--- config.mk ---
export PLATFORM = sky130hd
export DESIGN_NAME = wiper_ctl
export DESIGN_NICKNAME = d
export VERILOG_FILES = /design/src/hdl/wiper_ctl_pkg.sv /design/src/hdl/wiper_ctl.sv
export VERILOG_INCLUDE_DIRS = /design/src /design/src/hdl
export SDC_FILE = /design/constraint.sdc
export NUM_CORES = 1
export LEC_CHECK = 0
export ABC_AREA = 1
export BUFFER_PORTS_ARGS = -buffer_cell sky130_fd_sc_hd__buf_2
export CORE_MARGIN = 4
export CORE_UTILIZATION = 55
export CTS_BUF_LIST = sky130_fd_sc_hd__clkbuf_16
export DETAILED_ROUTE_END_ITERATION = 7
export GPL_TIMING_DRIVEN = 1
export PLACE_DENSITY = 0.79
export SETUP_SLACK_MARGIN = 0.05
export SYNTH_ARGS = -nofsm -noshare
export SYNTH_HDL_FRONTEND = slang
export SYNTH_SLANG_ARGS = --single-unit
--- constraint.sdc ---
create_clock -name sys_clk -period 9.95 [get_ports sys_clk]
set_input_delay 0 -clock sys_clk [delete_from_list [all_inputs] [get_ports sys_clk]]
set_output_delay 0 -clock sys_clk [all_outputs]
set_load 0.005 [all_outputs]
--- src/hdl/wiper_ctl_defines.svh ---
`ifndef WIPER_CTL_DEFINES_SVH
`define WIPER_CTL_DEFINES_SVH

// Clock rate and timing figures
`define CLK_HZ             250_000_000
`define DEBOUNCE_US        1_000
`define STEP_HOLD_MS       1_000
`define REPEAT_MS          100
`define IDLE_REVERSE_MS    1_000
`define NV_DELAY_MS        2_000
`define MODE_DECIDE_US     10
`define CYC_PER_US         (`CLK_HZ / 1_000_000)
`define CYC_PER_MS         (`CLK_HZ / 1_000)
`define DEBOUNCE_CYC       (`DEBOUNCE_US * `CYC_PER_US)
`define HOLD_CYC           (`STEP_HOLD_MS * `CYC_PER_MS)
`define REPEAT_CYC         (`REPEAT_MS * `CYC_PER_MS)
`define IDLE_REV_CYC       (`IDLE_REVERSE_MS * `CYC_PER_MS)
`define NV_DELAY_CYC       (`NV_DELAY_MS * `CYC_PER_MS)
`define MODE_DECIDE_CYC    (`MODE_DECIDE_US * `CYC_PER_US)

// Wiper layout
`define TAP_COUNT          64
`define WIPER_W            6
`define WIPER_MAX          6'h3F
`define STORE_BIT          3

`endif

--- src/hdl/wiper_ctl_pkg.sv ---
package wiper_ctl_pkg;

  typedef enum logic [1:0]
  {
    MODE_WAIT   = 2'b00,
    MODE_SINGLE = 2'b01,
    MODE_DUAL   = 2'b10
  } mode_t;

  typedef enum logic [1:0]
  {
    NV_IDLE  = 2'b00,
    NV_ARMED = 2'b01,
    NV_WRITE = 2'b10
  } nv_state_t;

  // Debounced step requests, one per input
  typedef struct packed
  {
    logic up_contact;
    logic down_contact;
    logic digital;
  } step_req_t;

  // Nonvolatile store request
  typedef struct packed
  {
    logic       valid;
    logic [5:0] data;
  } nv_write_t;

endpackage

--- src/hdl/wiper_ctl.sv ---
`timescale 1ns/10ps
`include "wiper_ctl_defines.svh"

// Functional notes
// Wiper holds one of 64 evenly spaced tap positions.
// Step inputs are active low; falling edge starts a pulse.
// Each recognised pulse moves the wiper exactly one tap.
// Driver holds single pulse low over 1 ms and at most 1 s.
// Pulses need 1 ms high between them, otherwise they merge.
// Held input steps once more every 100 ms after 1 s.
// Single-button mode: up contact moves both ways, down contact unused.
// Single-button mode only when down contact is high at power-up.
// Single-button first direction is opposite to previous activity.
// Single-button reverses after 1 s idle or at a range end.
// Digital input acts like single button, faster, in every mode.
// Floating down contact at power-up selects dual-button mode.
// Dual mode: up contact steps up, down contact steps down, no wait.
// Dual mode stays at range end until opposite request.
// Up and down contacts are debounced internally.
// Power-up restores wiper from nonvolatile memory.
// First change after power-up is stored 2 s after change.
// Later stores only when change reaches the fourth bit.
// User keeps position and power 2 s after change for storage.
// After wear-out, keep working; restore last good value at power-up.
// Button mode decided within 10 us after reset release.
// Wiper is a six-bit counter saturating at 0 and 63.
module wiper_ctl
#(
  parameter int DEBOUNCE_CYC    = `DEBOUNCE_CYC,
  parameter int DIGITAL_CYC     = 250,
  parameter int HOLD_CYC        = `HOLD_CYC,
  parameter int REPEAT_CYC      = `REPEAT_CYC,
  parameter int IDLE_REV_CYC    = `IDLE_REV_CYC,
  parameter int NV_DELAY_CYC    = `NV_DELAY_CYC,
  parameter int MODE_DECIDE_CYC = `MODE_DECIDE_CYC
)
(
  input  wire logic                   sys_clk,
  input  wire logic                   rst_b,
  input  wire logic                   up_contact_input_b,
  input  wire logic                   down_contact_input_b,
  input  wire logic                   digital_input_b,
  input  wire logic [5:0]             nv_stored_pos,
  input  wire logic                   nv_worn_out,
  output logic [5:0]                  wiper_pos,
  output wiper_ctl_pkg::nv_write_t    nv_write,
  output logic                        single_mode,
  output logic                        mode_valid
);

  localparam int CW = 32;

  initial
  begin
    if (DEBOUNCE_CYC < 1 || DIGITAL_CYC < 1 || HOLD_CYC <= DEBOUNCE_CYC ||
        REPEAT_CYC < 1 || IDLE_REV_CYC < 1 || NV_DELAY_CYC < 1 ||
        MODE_DECIDE_CYC < 3)
      $error("wiper_ctl: illegal timing parameters");
  end

  function automatic logic [5:0] sat_step(input logic [5:0] p, input logic up);
    if (up)
      sat_step = (p == `WIPER_MAX) ? p : p + 6'h01;
    else
      sat_step = (p == 6'h00) ? p : p - 6'h01;
  endfunction

  // Reset release through two flops
  logic rst_s1_q;
  logic rst_n;
  always_ff @(posedge sys_clk or negedge rst_b)
  begin
    if (!rst_b)
    begin
      rst_s1_q <= 1'b0;
      rst_n    <= 1'b0;
    end
    else
    begin
      rst_s1_q <= 1'b1;
      rst_n    <= rst_s1_q;
    end
  end

  // Pin synchronisers; inverted so one means asserted
  logic [2:0] pin_s1_q;
  logic [2:0] pin_s2_q;
  always_ff @(posedge sys_clk or negedge rst_n)
  begin
    if (!rst_n)
    begin
      pin_s1_q <= 3'h0;
      pin_s2_q <= 3'h0;
    end
    else
    begin
      pin_s1_q <= ~{up_contact_input_b, down_contact_input_b, digital_input_b};
      pin_s2_q <= pin_s1_q;
    end
  end

  // Per-input pulse decoder: filter, initial step, hold, repeat
  logic [2:0] step_pulse;
  logic [2:0] active_lvl;
  genvar gi;
  generate
    for (gi = 0; gi < 3; gi++)
    begin : g_in
      // Contacts get the long filter; digital input the short one
      localparam int FILT = (gi == 0) ? DIGITAL_CYC : DEBOUNCE_CYC;
      logic [CW-1:0] filt_q;
      logic          lvl_q;
      logic [CW-1:0] hold_q;
      wire           raw = pin_s2_q[gi];
      wire           flip = (raw != lvl_q) && (filt_q >= FILT - 1);
      wire           rep  = lvl_q && (hold_q == HOLD_CYC + REPEAT_CYC - 1);
      always_ff @(posedge sys_clk or negedge rst_n)
      begin
        if (!rst_n)
        begin
          filt_q <= '0;
          lvl_q  <= 1'b0;
          hold_q <= '0;
        end
        else
        begin
          // Level must be stable for the filter time to flip: see R15
          filt_q <= (raw == lvl_q || flip) ? '0 : filt_q + 1;
          lvl_q  <= flip ? raw : lvl_q;
          if (flip || !lvl_q)
            hold_q <= '0;
          else if (rep)
            hold_q <= CW'(HOLD_CYC);
          else
            hold_q <= hold_q + 1;
        end
      end
      // One step on accepted press, then every repeat period once held past the hold time: see R03
      assign step_pulse[gi] = (flip && raw) || rep;
      assign active_lvl[gi] = lvl_q;
    end
  endgenerate

  wire step_uc = step_pulse[2];
  wire step_dc = step_pulse[1];
  wire step_d  = step_pulse[0];

  // Mode strap caught after reset release
  wiper_ctl_pkg::mode_t mode_q;
  logic [CW-1:0]        mode_cnt_q;
  wire                  mode_done = (mode_cnt_q == MODE_DECIDE_CYC - 1);
  always_ff @(posedge sys_clk or negedge rst_n)
  begin
    if (!rst_n)
    begin
      mode_q     <= wiper_ctl_pkg::MODE_WAIT;
      mode_cnt_q <= '0;
    end
    else if (mode_q == wiper_ctl_pkg::MODE_WAIT)
    begin
      mode_cnt_q <= mode_cnt_q + 1;
      // High (not asserted) down contact means tied to supply: see R08 see R12
      if (mode_done)
        mode_q <= pin_s2_q[1] ? wiper_ctl_pkg::MODE_DUAL : wiper_ctl_pkg::MODE_SINGLE;
    end
  end

  wire is_single = (mode_q == wiper_ctl_pkg::MODE_SINGLE);
  wire is_dual   = (mode_q == wiper_ctl_pkg::MODE_DUAL);

  // Single-button direction; one means up
  logic          dir_q;
  logic          last_dir_q;
  logic          fresh_q;
  logic [CW-1:0] idle_q;
  logic [5:0]    pos_q;
  logic          loaded_q;

  wire single_act = step_uc && is_single;
  wire shared_act = single_act || step_d;
  wire any_active = (active_lvl[2] && is_single) || active_lvl[0];
  wire idle_hit   = (idle_q == IDLE_REV_CYC - 1);
  // Start of activity after idle runs opposite to last movement
  wire use_dir    = fresh_q ? !last_dir_q : dir_q;
  wire at_end     = use_dir ? (pos_q == `WIPER_MAX) : (pos_q == 6'h00);
  wire move_dir   = at_end ? !use_dir : use_dir;

  wire       dual_up   = step_uc && is_dual;
  wire       dual_down = step_dc && is_dual;
  wire       do_move   = loaded_q && (shared_act || dual_up || dual_down);
  wire       dir_now   = shared_act ? move_dir : dual_up;
  // Dual mode just saturates at ends: see R14
  wire [5:0] pos_next  = sat_step(pos_q, dir_now);

  always_ff @(posedge sys_clk or negedge rst_n)
  begin
    if (!rst_n)
    begin
      dir_q      <= 1'b1;
      last_dir_q <= 1'b0;
      fresh_q    <= 1'b1;
      idle_q     <= '0;
    end
    else
    begin
      if (shared_act)
      begin
        dir_q      <= move_dir;
        last_dir_q <= move_dir;
        fresh_q    <= 1'b0;
      end
      else if (dual_up || dual_down)
        last_dir_q <= dual_up;
      // Idle over 1 s reverses next movement
      if (any_active)
        idle_q <= '0;
      else if (idle_hit)
      begin
        idle_q  <= '0;
        fresh_q <= 1'b1;
      end
      else if (!fresh_q)
        idle_q <= idle_q + 1;
    end
  end

  // Wiper position register
  always_ff @(posedge sys_clk or negedge rst_n)
  begin
    if (!rst_n)
    begin
      pos_q    <= 6'h00;
      loaded_q <= 1'b0;
    end
    else if (!loaded_q)
    begin
      pos_q    <= nv_stored_pos; // see R16
      loaded_q <= 1'b1;
    end
    else if (do_move)
      pos_q <= pos_next; // see R01 see R03
  end

  // Nonvolatile update scheduling
  wiper_ctl_pkg::nv_state_t nv_q;
  logic [CW-1:0]            nv_cnt_q;
  logic [5:0]               saved_q;
  logic                     first_done_q;
  logic [5:0]               nv_data_q;
  logic                     nv_valid_q;

  wire [5:0] diff     = (pos_q > saved_q) ? pos_q - saved_q : saved_q - pos_q;
  // Store once the move reaches the fourth bit
  wire       big_move = (diff[5:`STORE_BIT] != '0);
  wire       want     = loaded_q && (pos_q != saved_q) && (!first_done_q || big_move);
  wire       nv_hit   = (nv_cnt_q == NV_DELAY_CYC - 1);

  always_ff @(posedge sys_clk or negedge rst_n)
  begin
    if (!rst_n)
    begin
      nv_q         <= wiper_ctl_pkg::NV_IDLE;
      nv_cnt_q     <= '0;
      saved_q      <= 6'h00;
      first_done_q <= 1'b0;
      nv_data_q    <= 6'h00;
      nv_valid_q   <= 1'b0;
    end
    else
    begin
      nv_valid_q <= 1'b0;
      if (!loaded_q)
        saved_q <= nv_stored_pos;
      unique case (nv_q)
        wiper_ctl_pkg::NV_IDLE:
        begin
          nv_cnt_q <= '0;
          if (want)
            nv_q <= wiper_ctl_pkg::NV_ARMED;
        end
        wiper_ctl_pkg::NV_ARMED:
        begin
          // Every further move restarts the 2 s wait: see R17
          if (do_move || !want)
            nv_cnt_q <= '0;
          else
            nv_cnt_q <= nv_cnt_q + 1;
          if (!want)
            nv_q <= wiper_ctl_pkg::NV_IDLE;
          else if (nv_hit && !do_move)
            nv_q <= wiper_ctl_pkg::NV_WRITE;
        end
        wiper_ctl_pkg::NV_WRITE:
        begin
          // Worn memory ignores the write; live operation continues
          nv_valid_q   <= !nv_worn_out;
          nv_data_q    <= pos_q;
          saved_q      <= pos_q;
          first_done_q <= 1'b1;
          nv_q         <= wiper_ctl_pkg::NV_IDLE;
        end
      endcase
    end
  end

  assign wiper_pos      = pos_q;
  assign nv_write.valid = nv_valid_q;
  assign nv_write.data  = nv_data_q;
  assign single_mode    = is_single;
  assign mode_valid     = (mode_q != wiper_ctl_pkg::MODE_WAIT);

endmodule

After elaboration in Yosys (flattened, before gate mapping) --
Index checks and enable logic that the tools add are counted.
Cells by class: equal/unequal tests 25, bitwise operators 1, div/mod/pow operators 0, $mul 0, muxes and demuxes 37, magnitude comparators 4, add/sub/neg operators 13, shifts and indexed selects 0, reduce and logical (&&, ||, !) cells 52
Operators with widths (number):
- 2-to-1 mux 32 bit | 13
- adder 32 x 1 -> 32 bit (second input constant) | 9
- equality test 32 x 29 -> 1 bit (second input constant) | 4
- greater-or-equal comparator 32 x 18 -> 1 bit (second input constant) | 2
- case mux 32 bit (2 select lines) | 1
- 2-to-1 mux 6 bit | 8
- equality test 32 x 12 -> 1 bit (second input constant) | 1
- equality test 32 x 28 -> 1 bit (second input constant) | 1
- greater-or-equal comparator 32 x 8 -> 1 bit (second input constant) | 1
- logical AND 1 bit | 17
- logical OR 1 bit | 16
- subtractor 6 bit | 2
- 2-to-1 mux 1 bit | 10
- logical NOT 1 bit | 9
- inequality test 3 bit (second input constant) | 3
- 2-to-1 mux 2 bit | 4
- adder 6 x 1 -> 6 bit (second input constant) | 1
- equality test 6 bit (second input constant) | 1
- > comparator 6 bit | 1
- logical NOT 6 bit | 1
- inequality test 6 bit | 1
- case mux 2 bit (3 select lines) | 1
- nonzero test 2 bit | 3
- subtractor 6 x 1 -> 6 bit (second input constant) | 1
- 12 further kinds | 21
Storage, ports and cells: bits in latches 0, word-level logic and storage cells 159, bits of input ports 12, memory bits (writable) 0, bits in registers 327, bits in read-only memories 0, output and inout port bits 15, memories 0

Longest topological paths before layout --
Gate-level depths: netlist of run 1.
depth after elaboration 14, depth in mapped cells 27, depth with buffers taken out 27

Least setup slack after synthesis of run 1 --
Ideal clock, no wire load.
path kind register -> register, start point reg g_in[2].hold_q[0], end point reg pos_q[5], in the netlist wiper_pos[5], buffers on the path 0, cell stages (with the launch flop) 26, setup slack 7033 ps, arrival 2852 ps, data required time 9885 ps, period minus slack after synthesis 2917 ps, setup time 65 ps, cells stage by stage dfrtp_1 -> ha_1 -> nand3_2 -> nor2_2 -> nand2_1 -> nor2_1 -> nand3_2 -> nand2_2 -> nand2_1 -> nand2_2 -> nand2_2 -> nand2_2 -> inv_1 -> ha_1 -> nand3_1 -> nand3_1 -> nand2_1 -> nand2_1 -> a21oi_1 -> xor2_1 -> inv_1 -> nand3_1 -> nand3_1 -> nand2_1 -> nand2_1 -> nand2_1
Between the ends: cells in the longest elaborated chain, start to end 10, elaborated cells on any way between the ends 17, those cells by class eq/ne: 4; mux: 4; reduce/logical: 9
Ends and longest elaborated chain:
- from (decl) | RTL line wiper_ctl.sv:113 | logic [CW-1:0] hold_q;
- from (signal assigned) | RTL line wiper_ctl.sv:133 | hold_q <= CW'(HOLD_CYC);
- from (signal assigned) | RTL line wiper_ctl.sv:135 | hold_q <= hold_q + 1;
- equality test 32 x 29 -> 1 bit * | RTL line wiper_ctl.sv:116 | wire rep = lvl_q && (hold_q == HOLD_CYC + REPEAT_CYC - 1);
- logical AND 1 bit * | RTL line wiper_ctl.sv:116
- logical OR 1 bit * | RTL line wiper_ctl.sv:139 | assign step_pulse[gi] = (flip && raw) || rep;
- logical AND 1 bit | RTL line wiper_ctl.sv:179 | wire single_act = step_uc && is_single;
- logical OR 1 bit | RTL line wiper_ctl.sv:180 | wire shared_act = single_act || step_d;
- logical OR 1 bit (2 in series) | RTL line wiper_ctl.sv:190 | wire do_move = loaded_q && (shared_act || dual_up || dual_down);
- logical AND 1 bit | RTL line wiper_ctl.sv:190
- inequality test 2 x 1 -> 1 bit (no source line)
- AND reduction 3 bit (no source line)
- to (signal assigned) | RTL line wiper_ctl.sv:237 | pos_q <= nv_stored_pos;
- to (signal assigned) | RTL line wiper_ctl.sv:241 | pos_q <= pos_next;
- to (decl) | RTL line wiper_ctl.sv:176 | logic [5:0] pos_q;
Every way passes the cells marked *; elsewhere a longest branch is shown, timed or not. The select of a mux whose other input is x is not followed. A chain may end at the register's enable or synchronous reset.

Final worst setup path of run 1 --
Ends and elaborated chain as after synthesis.

==> metrics.md, run 1 <==
| Metric | Value |
|---|---|
| Area growth syn-to-layout | `11.6%` |
| Largest net degree at the start of global routing | `176` |
| First-pass DRT Iterations | `5` |
| Post-synth EDFFs | `0` |
| Hpwl dp | `23700 microns` |
| Starting Density | `0.565` |
| Critical Path AT | `4.11 ns` |
| Vias in the first global route | `13.7k` |
| Syn Inst Count | `2051` |
| Syn Area/Cell | `8.25 sq um` |
| Synth Flop Type | `dfrtp_1` |
| I/O pins | `27` |
| Worst-skew pair later-pin latency | `0.52 ns` |
| Vias/cell | `5.39` |
| Clock sinks | `327` |
| Cell type with the largest total area after synthesis | `dfrtp_1` |
| Drt wl/cell | `13.3 microns` |
| Combinational power share | `0.161` |
| Final hold vios | `0` |
| Bufs on Longest Clock Path | `3` |
| Largest stage delay on the critical path | `0.40 ns` |
| Share of cells above drive strength 1 | `0.0774` |
| WS Path Type | `register to register` |
| Layout fillers | `2490` |
| Max VDD drop | `0.000140 V` |
| Core Box Area | `30000 sq um` |
| H-tree depth | `2` |
| Fin util | `0.631` |
| Clock share of power | `0.387` |
| Final hold slack | `0.179 ns` |
| Sequential area share after synthesis | `0.484` |
| Nets | `2200` |
| Net switching power | `923 uW` |
| Leakage | `0.00826 uW` |
| Setup TNS | `0 ns` |
| Switching share of power | `0.288` |
| Synth async-reset ratio | `1.00` |
| Drc violations | `0` |
| Synthesis Warnings | `0` |
| Antenna violations before repair | `0` |
| Slew Viols, Final | `0` |
| Setup Buffers After CTS | `0` |
| Endpoint type of the worst setup path | `register` |
| TritonCTS Buffers | `36` |
| IO buf count | `26` |
| Post-Syn Area | `16900 sq um` |
| Drt total wl | `34100 microns` |
| Worst slew pin tran | `0.968 ns` |
| Relative slew slack | `0.355` |
| CTS tree | `done` |
| Root Buffer | `clkbuf_16` |
| Die footprint | `33600 sq um` |
| Status | `finished clean` |
| Post-synth cell types | `59` |
| Maxcap violations | `0` |
| Final setup vio count | `0` |
| Die Span Y | `183 microns` |
| Final worst-path cycle share | `0.368` |
| First-pass GRT wire length | `60600 microns` |
| Critical Path Slowest Stage Cell | `dfrtp_1` |
| Clock-pin slew on the worst setup and hold paths | `0.06 ns` |
| Most used cell, CP | `nand2_1` |
| Synthesis-stage register bit count | `327` |
| Worst hold path class | `primary input to register` |
| Internal | `2290 uW` |
| Min Tclk post-route | `3.66 ns` |
| Synth area leaders | `dfrtp_1 48%, nand2_1 8.9%, inv_1 6.1%, nor2_1 5.8%, xor2_1 4.2%` |
| Detailed-route via count | `13.9k` |
| Sequential power share | `0.452` |
| Startpoint Class | `register` |
| Placer Congestion | `0.938` |
| Layout Skew | `0.0189 ns` |
| Total track usage | `0.207` |
| PostCTS Resize Cnt | `0` |
| Diode count | `0` |
| Final ANT Viol Nets | `0` |
| Cell Pwr Density | `170 nW/um^2` |
| FMAX | `0.273 GHz` |
| Initial DRC Count | `1279` |
| # rows | `63` |
| Die W | `183 microns` |
| Total grt overflow | `0` |
| Worst-path fanout max | `14` |
| CP Data Required Time | `10.40 ns` |
| RSZ-0062 raised after global routing | `no` |
| Yosys top cell area share | `0.481` |
-- final timing paths --
check	startpoint	end	slack, ns	cells after the start
max	g_in[2].hold_q[0]$_DFF_PN0_	wiper_pos[5]$_DFFE_PN0P_	6.29	25
min	down_contact_input_b	pin_s1_q[1]$_DFF_PN0_	0.18	3
max reg2reg	g_in[2].hold_q[0]$_DFF_PN0_	wiper_pos[5]$_DFFE_PN0P_	6.29	25
min reg2reg	pin_s1_q[0]$_DFF_PN0_	pin_s2_q[0]$_DFF_PN0_	0.35	0
max in group asynchronous	rst_n$_DFF_PN0_	nv_cnt_q[25]$_DFFE_PN0P_	7.21	2
min in group asynchronous	rst_b	rst_n$_DFF_PN0_	0.36	3
-- repair_timing --
item	CTS	global route
endpoints found under the hold margin	18	0
setup endpoints to repair	0	0
hold buffers	12	0
-- cell usage after synthesis (6+ instances only) --
| cell | count |
|---|---|
| a211oi_1 | 6 |
| a21oi_1 | 75 |
| a31oi_1 | 14 |
| clkbuf_1 | 15 |
| dfrtp_1 | 325 |
| ha_1 | 29 |
| inv_1 | 273 |
| inv_2 | 7 |
| nand2_1 | 402 |
| nand2_2 | 12 |
| nand3_1 | 100 |
| nand3_2 | 8 |
| nand4_1 | 71 |
| nor2_1 | 260 |
| nor2_2 | 13 |
| nor2_4 | 7 |
| nor3_1 | 92 |
| nor3_2 | 13 |
| nor3b_1 | 19 |
| nor4_1 | 36 |
| o21a_1 | 8 |
| o21ai_0 | 65 |
| o221ai_1 | 6 |
| o22ai_1 | 19 |
| or2_2 | 6 |
| xnor2_1 | 22 |
| xor2_1 | 82 |
-- metal layers --
metal  up-vias  GRT usage  wire length [microns]
met1      6608      0.273                  15200
li1       6874          -                      -
met4         0     0.0629                    887
met3        79     0.0272                   1330
met2       303      0.359                  16700
met5         -          0                      0
-- logic make-up (layout without fill, tap and decap cells) --
logic type	Yosys count	in the layout	share of synthesized area
mux	1	1	0.000592
other cells	2	54	0.000444
flops	327	327	0.484
compound gates	207	207	0.0689
xor+xnor	105	105	0.0548
buf+inv	309	390	0.0700
fa+ha+maj	30	30	0.0226
simple gates	1070	1070	0.299
-- placed cells by master, fill, tap and decap left out, types with 14 or more instances in the layout --
cell | synthesis | routed
a21oi_1 | 75 | 75
a31oi_1 | 14 | 14
buf_2 | 5 | 26
clkbuf_16 | 0 | 36
conb_1 | 2 | 54
dfrtp_1 | 325 | 324
ha_1 | 29 | 29
inv_1 | 273 | 280
nand2_1 | 402 | 402
nand3_1 | 100 | 100
nand4_1 | 71 | 71
nor2_1 | 260 | 260
nor3_1 | 92 | 92
nor3b_1 | 19 | 19
nor4_1 | 36 | 36
o21ai_0 | 65 | 65
o22ai_1 | 19 | 19
xnor2_1 | 22 | 22
xor2_1 | 82 | 82
-- stage by stage --
stage / area, sq um / cells / setup WS, ns / power (uW)
floorplan: 17100 / 2103 / 0.165 / 1860
global placement: 17700 / 2498 / 6.51 / 1960
detailed placement: 17700 / 2498 / 6.38 / 1980
CTS: 18900 / 2574 / 6.35 / 3240
global route: 18900 / 2574 / 5.92 / 3390
finish: 18900 / 2574 / 6.29 / 3210
-- area by class of cell --
type | instances | area [sq um] | share of cell area
repair buffers | 42 | 293 | 0.0155
inverters | 284 | 1070 | 0.0564
clock buffers | 36 | 901 | 0.0477
multi-input cells | 1467 | 7740 | 0.410
well taps | 390 | 488 | 0.0258
flip-flops and latches | 327 | 8190 | 0.434
clock inverters | 28 | 208 | 0.0110
-- worst max-delay path, delay by kind of cell, from the launching register on --
family	cells	cell delay, ns
AND/OR/NAND/NOR	19	2.08
XOR/XNOR	1	0.21
AO/OA/AOI/OAI	1	0.16
adder cells (fa/ha/maj)	2	0.56
buffers and inverters	2	0.18
flip-flops	1	0.40
-- state kept, by name (all words and copies together) (netlist names), 6 cells and up --
name,count
nv_data_q,6
nv_cnt_q,32
saved_q,6
idle_q,32
g_in.filt_q,96
g_in.hold_q,96
mode_cnt_q,32
wiper_pos,6
-- power groups by stage --
stage,registers [uW],clock network [uW],logic [uW]
global placement,1470,0,492
floorplan,1470,0,383
CTS,1450,1280,515
global route,1460,1340,592
detailed placement,1470,0,509
finish,1450,1240,516
(Power assumes the default switching activity.)
==> run 2: changes to the inputs <==
- clock period: 9.95 -> 3.3 ns (I/O delays scaled with it)
==> run 2 against run 1 <==
Critical path depth is the same. Register-to-register slack worse by 6.1 ns. Clock power grew to 3.1 times the previous value. Clock-buffer cell count up 3. Worst hold slack worse by 0.019 ns. First-iteration DRC count shrank 0.63%. Total power grew to 3.1 times the previous value. Maximum frequency up 18%. Die area is the same.
==> metrics.md, run 2 (synthesized netlist as in run 1, its figures left out) <==
| Metric | Value |
|---|---|
| Status | `finished clean` |
| Post-place setup slack | `-0.0469 ns` |
| Clock share of power | `0.388` |
| Nets | `2234` |
| Die W | `183 microns` |
| I/O pins | `27` |
| Final hold slack | `0.161 ns` |
| Largest regs | `g_in.filt_q x96, g_in.hold_q x96` |
| IO buf count | `26` |
| Maxcap violations | `0` |
| Reg2reg setup slack | `0.20 ns` |
| Max VDD drop | `0.000441 V` |
| Largest net degree at the start of global routing | `137` |
| Drt wl/cell | `13.8 microns` |
| Switching share of power | `0.286` |
| Min Tclk post-route | `3.10 ns` |
| Largest stage delay on the critical path | `0.42 ns` |
| Cell Pwr Density | `515 nW/um^2` |
| Die footprint | `33600 sq um` |
| Layout fillers | `2414` |
| Worst path bufs/invs | `3` |
| Commonest non-fill, non-tap cell in the layout | `nand2_1` |
| Combinational power share | `0.177` |
| Most used cell, CP | `nand2_2` |
| H-tree depth | `2` |
| Antenna violations before repair | `0` |
| Clock sinks | `327` |
| Detailed-route via count | `14.1k` |
| Critical Path AT | `3.56 ns` |
| Drt total wl | `35900 microns` |
| Placer Congestion | `0.904` |
| Slew Viols, Final | `0` |
| Hpwl dp | `24700 microns` |
| Worst hold path class | `primary input to register` |
| Area growth syn-to-layout | `14.2%` |
| Final setup vio count | `0` |
| Final worst-path cycle share | `0.940` |
| Die Span Y | `183 microns` |
| Met2 GRT Util | `0.365` |
| Diode count | `0` |
| CP Data Required Time | `3.75 ns` |
| Sequential power share | `0.435` |
| Initial DRC Count | `1271` |
| FMAX | `0.322 GHz` |
| Fin util | `0.645` |
| Leakage | `0.00846 uW` |
| Met3 Use GR | `0.0282` |
| Largest delay contributor family on the critical path | `simple AND/OR/NAND/NOR gates` |
| WS Path Type | `register to register` |
| Core Box Area | `30000 sq um` |
| Root Buffer | `clkbuf_16` |
| CTS tree | `done` |
| Endpoint type of the worst setup path | `register` |
| Final ANT Viol Nets | `0` |
| Most Crowded Layer GR | `met2` |
| Critical Path Slowest Stage Cell | `dfrtp_1` |
| Net switching power | `2850 uW` |
| Vias/cell | `5.40` |
| Worst-skew pair later-pin latency | `0.53 ns` |
| Vias in the first global route | `13.8k` |
| Total grt overflow | `0` |
| Met1 Track Usage GR | `0.287` |
| Relative slew slack | `0.453` |
| TritonCTS Buffers | `37` |
| First-pass GRT wire length | `62200 microns` |
| Drc violations | `0` |
| First-pass DRT Iterations | `6` |
| Starting Density | `0.565` |
| Worst slew pin tran | `0.820 ns` |
| Bufs on Longest Clock Path | `3` |
| Worst-path fanout max | `5` |
| Layout Skew | `0.0244 ns` |
| Startpoint Class | `register` |
| Share of cells above drive strength 1 | `0.101` |
| Internal | `7110 uW` |
| Final hold vios | `0` |
| Total track usage | `0.213` |
| Most frequent cells in the layout | `397 x nand2_1, 324 x dfrtp_1, 275 x inv_1` |
| Fin worst setup slack | `0.198 ns` |
| # rows | `63` |
| Clock-pin slew on the worst setup and hold paths | `0.06 ns` |
run 2: cell types whose count changed in the layout (fill, tap and decap cells not counted), sizes merged:
cell	change
inv	-2
clkinvlp	-5
buf	+33
clkinv	+4
clkbuf	+3
run 2: per-stage QoR:
stage,power (uW),std cells,setup TNS (ns),instance area (sq um)
after floorplan,5600,2103,0,17100
after global placement,5970,2518,0,17800
after detailed placement,6040,2518,-0.0469,17800
after CTS,9930,2595,0,19100
after global routing,10500,2607,-0.0247,19300
final,9960,2607,0,19300
run 2: power groups by stage:
stage / Sequential (uW) / Clock (uW) / Combinational (uW)
after floorplan: 4440 / 0 / 1150
after global placement: 4390 / 0 / 1580
after detailed placement: 4400 / 0 / 1640
after CTS: 4330 / 3940 / 1650
after global routing: 4360 / 4120 / 1980
final: 4330 / 3860 / 1760
run 2: area by class of cell:
class,instances,area (sq um),share of cell area
Clock inverter,25,159,0.00822
Timing Repair Buffer,75,553,0.0286
Multi-Input combinational cell,1467,7890,0.408
Sequential cell,327,8190,0.424
Tap cell,390,488,0.0253
Inverter,284,1070,0.0554
Clock buffer,39,976,0.0505
run 2: worst register-to-register path: cells and delay by family (launching register included):
kind | cells | cell delay (ns)
compound gates | 2 | 0.30
xor+xnor | 1 | 0.19
fa+ha+maj | 2 | 0.34
buf+inv | 3 | 0.25
flops | 1 | 0.42
simple gates | 17 | 1.56
run 2: worst paths after layout:
| path | from | end | depth (start not counted) |
|---|---|---|---|
| max | g_in[0].filt_q[0]$_DFF_PN0_ | wiper_pos[5]$_DFFE_PN0P_ | 25 |
| max reg2reg | g_in[0].filt_q[0]$_DFF_PN0_ | wiper_pos[5]$_DFFE_PN0P_ | 25 |
| max in group asynchronous | rst_n$_DFF_PN0_ | g_in[0].hold_q[31]$_DFF_PN0_ | 1 |
| min reg2reg | rst_n$_DFF_PN0_ | g_in[1].filt_q[14]$_DFF_PN0_ | 0 |
| min in group asynchronous | rst_n$_DFF_PN0_ | g_in[1].filt_q[14]$_DFF_PN0_ | 0 |
| min | down_contact_input_b | pin_s1_q[1]$_DFF_PN0_ | 3 |
run 2: layer usage:
| layer | vias to the layer above | share of wire |
|---|---|---|
| li1 | 6963 | - |
| met1 | 6680 | 0.45 |
| met2 | 371 | 0.49 |
| met3 | 68 | 0.043 |
| met4 | 0 | 0.020 |
| met5 | - | 0 |
run 2: repair_timing:
action / CTS / global route
buffers inserted: 1 / 12
pin swaps: 2 / 23
endpoints found under the hold margin: 18 / 0
hold buffers: 12 / 0
resized for setup: 5 / 30
endpoints found under the setup margin: 1 / 1
==> run 3: changes to the inputs <==
- GPL_TIMING_DRIVEN: 1 -> 0
==> run 3 against run 2 <==
Die area did not move. Final cell count rose by 0.50%. Core utilization rose by 0.57 points. Register-to-register slack improved by 0.03 ns. Sequential power rose by 0.9%.
==> metrics.md, run 3 (synthesized netlist as in run 1, its figures left out) <==
| Metric | Value |
|---|---|
| Startpoint Class | `register` |
| Post-place setup slack | `-0.222 ns` |
| Hold Path Sink | `pin_s1_q[1]$_DFF_PN0_` |
| Final hold vios | `0` |
| Share of cells above drive strength 1 | `0.101` |
| IO buf count | `26` |
| Combinational power share | `0.174` |
| Drc violations | `0` |
| Reg-to-Reg End | `wiper_pos[5]$_DFFE_PN0P_` |
| Clock share of power | `0.393` |
| Switching share of power | `0.286` |
| Endpoint type of the worst setup path | `register` |
| Largest regs | `g_in.filt_q x96, g_in.hold_q x96` |
| Layout fillers | `2414` |
| TritonCTS Buffers | `36` |
| RSZ-0062 raised after global routing | `no` |
| Drt wl/cell | `14.1 microns` |
| Fin worst setup slack | `0.225 ns` |
| Relative slew slack | `0.439` |
| Final ANT Viol Nets | `0` |
| Die Span Y | `183 microns` |
| Worst r2r path cells | `25` |
| I/O pins | `27` |
| Max VDD drop | `0.000540 V` |
| First-pass DRT Iterations | `8` |
| Reg2reg setup slack | `0.23 ns` |
| Worst hold path class | `primary input to register` |
| Layout Skew | `0.0182 ns` |
| Most frequent cells in the layout | `398 x nand2_1, 324 x dfrtp_1, 275 x inv_1` |
| Status | `finished clean` |
| Starting Density | `0.565` |
| Final setup vio count | `0` |
| Die W | `183 microns` |
| Worst slew pin tran | `0.838 ns` |
| Critical Path AT | `3.53 ns` |
| Total track usage | `0.221` |
| CTS tree | `done` |
| Detailed-route via count | `14.3k` |
| Vias/cell | `5.45` |
| Internal | `7200 uW` |
| Die footprint | `33600 sq um` |
| Clock sinks | `327` |
| Vias in the first global route | `14.2k` |
| Worst-skew pair later-pin latency | `0.52 ns` |
| Net switching power | `2890 uW` |
| Bufs on Longest Clock Path | `3` |
| CP Data Required Time | `3.76 ns` |
| Area growth syn-to-layout | `15.2%` |
| Slew Viols, Final | `0` |
| Final hold slack | `0.169 ns` |
| Worst-path fanout max | `6` |
| Antenna violations before repair | `0` |
| Final worst-path cycle share | `0.932` |
| Clock-pin slew on the worst setup and hold paths | `0.06 ns` |
| Fin util | `0.651` |
| Core Box Area | `30000 sq um` |
| Hpwl dp | `25500 microns` |
| First-pass GRT wire length | `64100 microns` |
| WS Path Type | `register to register` |
| Tot Pwr | `10100 uW` |
| Initial DRC Count | `1219` |
| Cell depth of the worst hold path | `3` |
| Largest net degree at the start of global routing | `68` |
| Min Tclk post-route | `3.07 ns` |
| Total grt overflow | `0` |
| Leakage | `0.00851 uW` |
| H-tree depth | `2` |
| Maxcap violations | `0` |
| Placer Congestion | `0.926` |
| Launching point of the worst reg2reg path | `g_in[2].hold_q[1]$_DFF_PN0_` |
| Root Buffer | `clkbuf_16` |
| Nets | `2244` |
| FMAX | `0.325 GHz` |
| Cell Pwr Density | `517 nW/um^2` |
| Min-Delay Startpoint | `down_contact_input_b` |
| Diode count | `0` |
| Commonest non-fill, non-tap cell in the layout | `nand2_1` |
| # rows | `63` |
| Drt total wl | `36800 microns` |
| Sequential power share | `0.433` |
[run 3: cell types whose count changed in the layout (fill, tap and decap cells not counted), moves of 3 or more]
cell / previous run / this run
buf_4: 35 / 20
clkbuf_1: 0 / 15
clkinv_1: 14 / 8
buf_2: 26 / 31
buf_16: 0 / 4
nand3_4: 1 / 5
clkinv_2: 6 / 9
clkinvlp_4: 0 / 3
nand3_1: 95 / 92
[run 3: layout make-up]
cell class              instances  area [sq um]  share of cell area
multi-input cells            1467          7940               0.407
repair buffers                 61           515              0.0264
clock buffers                  37           926              0.0475
well taps                     390           488              0.0250
clock inverters                29           251              0.0129
inverters                     284          1070              0.0549
plain buffers                  25           118             0.00603
flip-flops and latches        327          8190               0.420
[run 3: metal layers]
| layer | wire length (microns) | vias to the layer above | part of all wire | GRT usage |
|---|---|---|---|---|
| li1 | - | 6968 | - | - |
| met1 | 15800 | 6834 | 0.43 | 0.288 |
| met2 | 18500 | 380 | 0.50 | 0.385 |
| met3 | 1600 | 88 | 0.043 | 0.0299 |
| met4 | 891 | 0 | 0.024 | 0.0670 |
| met5 | 0 | - | 0 | 0 |
[run 3: per-stage QoR]
step	cell area, sq um	instances	setup TNS (ns)
3_5_place_dp	17900	2524	-0.222
4_1_cts	19200	2605	0
6_report	19500	2620	0
5_1_grt	19500	2620	0
2_1_floorplan	17100	2103	0
3_3_place_gp	17700	2519	-324.76
[run 3: worst max path at each step]
stage                                            from                      endpoint  slack (ns)  depth (start not counted)
after floorplan                       rst_n$_DFF_PN0_      first_done_q$_DFFE_PN0P_        0.06                          0
after global placement                rst_n$_DFF_PN0_  g_in[0].hold_q[15]$_DFF_PN0_       -1.03                          0
after detailed placement  g_in[2].hold_q[0]$_DFF_PN0_      wiper_pos[5]$_DFFE_PN0P_       -0.22                         25
after CTS                 g_in[2].hold_q[1]$_DFF_PN0_      wiper_pos[5]$_DFFE_PN0P_        0.06                         25
after global routing      g_in[2].hold_q[1]$_DFF_PN0_      wiper_pos[5]$_DFFE_PN0P_        0.01                         25
final                     g_in[2].hold_q[1]$_DFF_PN0_      wiper_pos[5]$_DFFE_PN0P_        0.23                         25
[run 3: power by group through the flow]
stage / clock network (uW) / logic (uW) / registers, uW
after floorplan: 0 / 1150 / 4440
after global placement: 0 / 1480 / 4490
after detailed placement: 0 / 1640 / 4430
after CTS: 4060 / 1670 / 4360
after global routing: 4240 / 1990 / 4390
final: 3970 / 1750 / 4370
[run 3: timing repair]
action | in CTS | in global routing
hold buffers | 12 | 0
cloned | 0 | 0
hold endpoints to repair | 18 | 0
resized for setup | 10 | 32
endpoints found under the setup margin | 1 | 2
pin swaps | 3 | 15
buffers inserted | 3 | 15
[run 3: critical path, stage by stage, from the launching register on]
cell and delay, ns:
dfrtp_1 0.41, ha_4 0.18, nand3_4 0.11, nor2_4 0.15, nand2_2 0.10, nor2_4 0.10, nand3_2 0.10, nand2_4 0.10
nand2_1 0.08, nand2_4 0.13, nand2_4 0.07, nand2_4 0.12, inv_6 0.06, ha_4 0.23, nand3_2 0.08, nand3_2 0.10
nand2_2 0.09, nand2_1 0.07, a21oi_2 0.16, xor2_1 0.21, inv_1 0.06, nand3_1 0.08, nand3_1 0.07, nand2_1 0.06
nand2_1 0.05, nand2_1 0.06
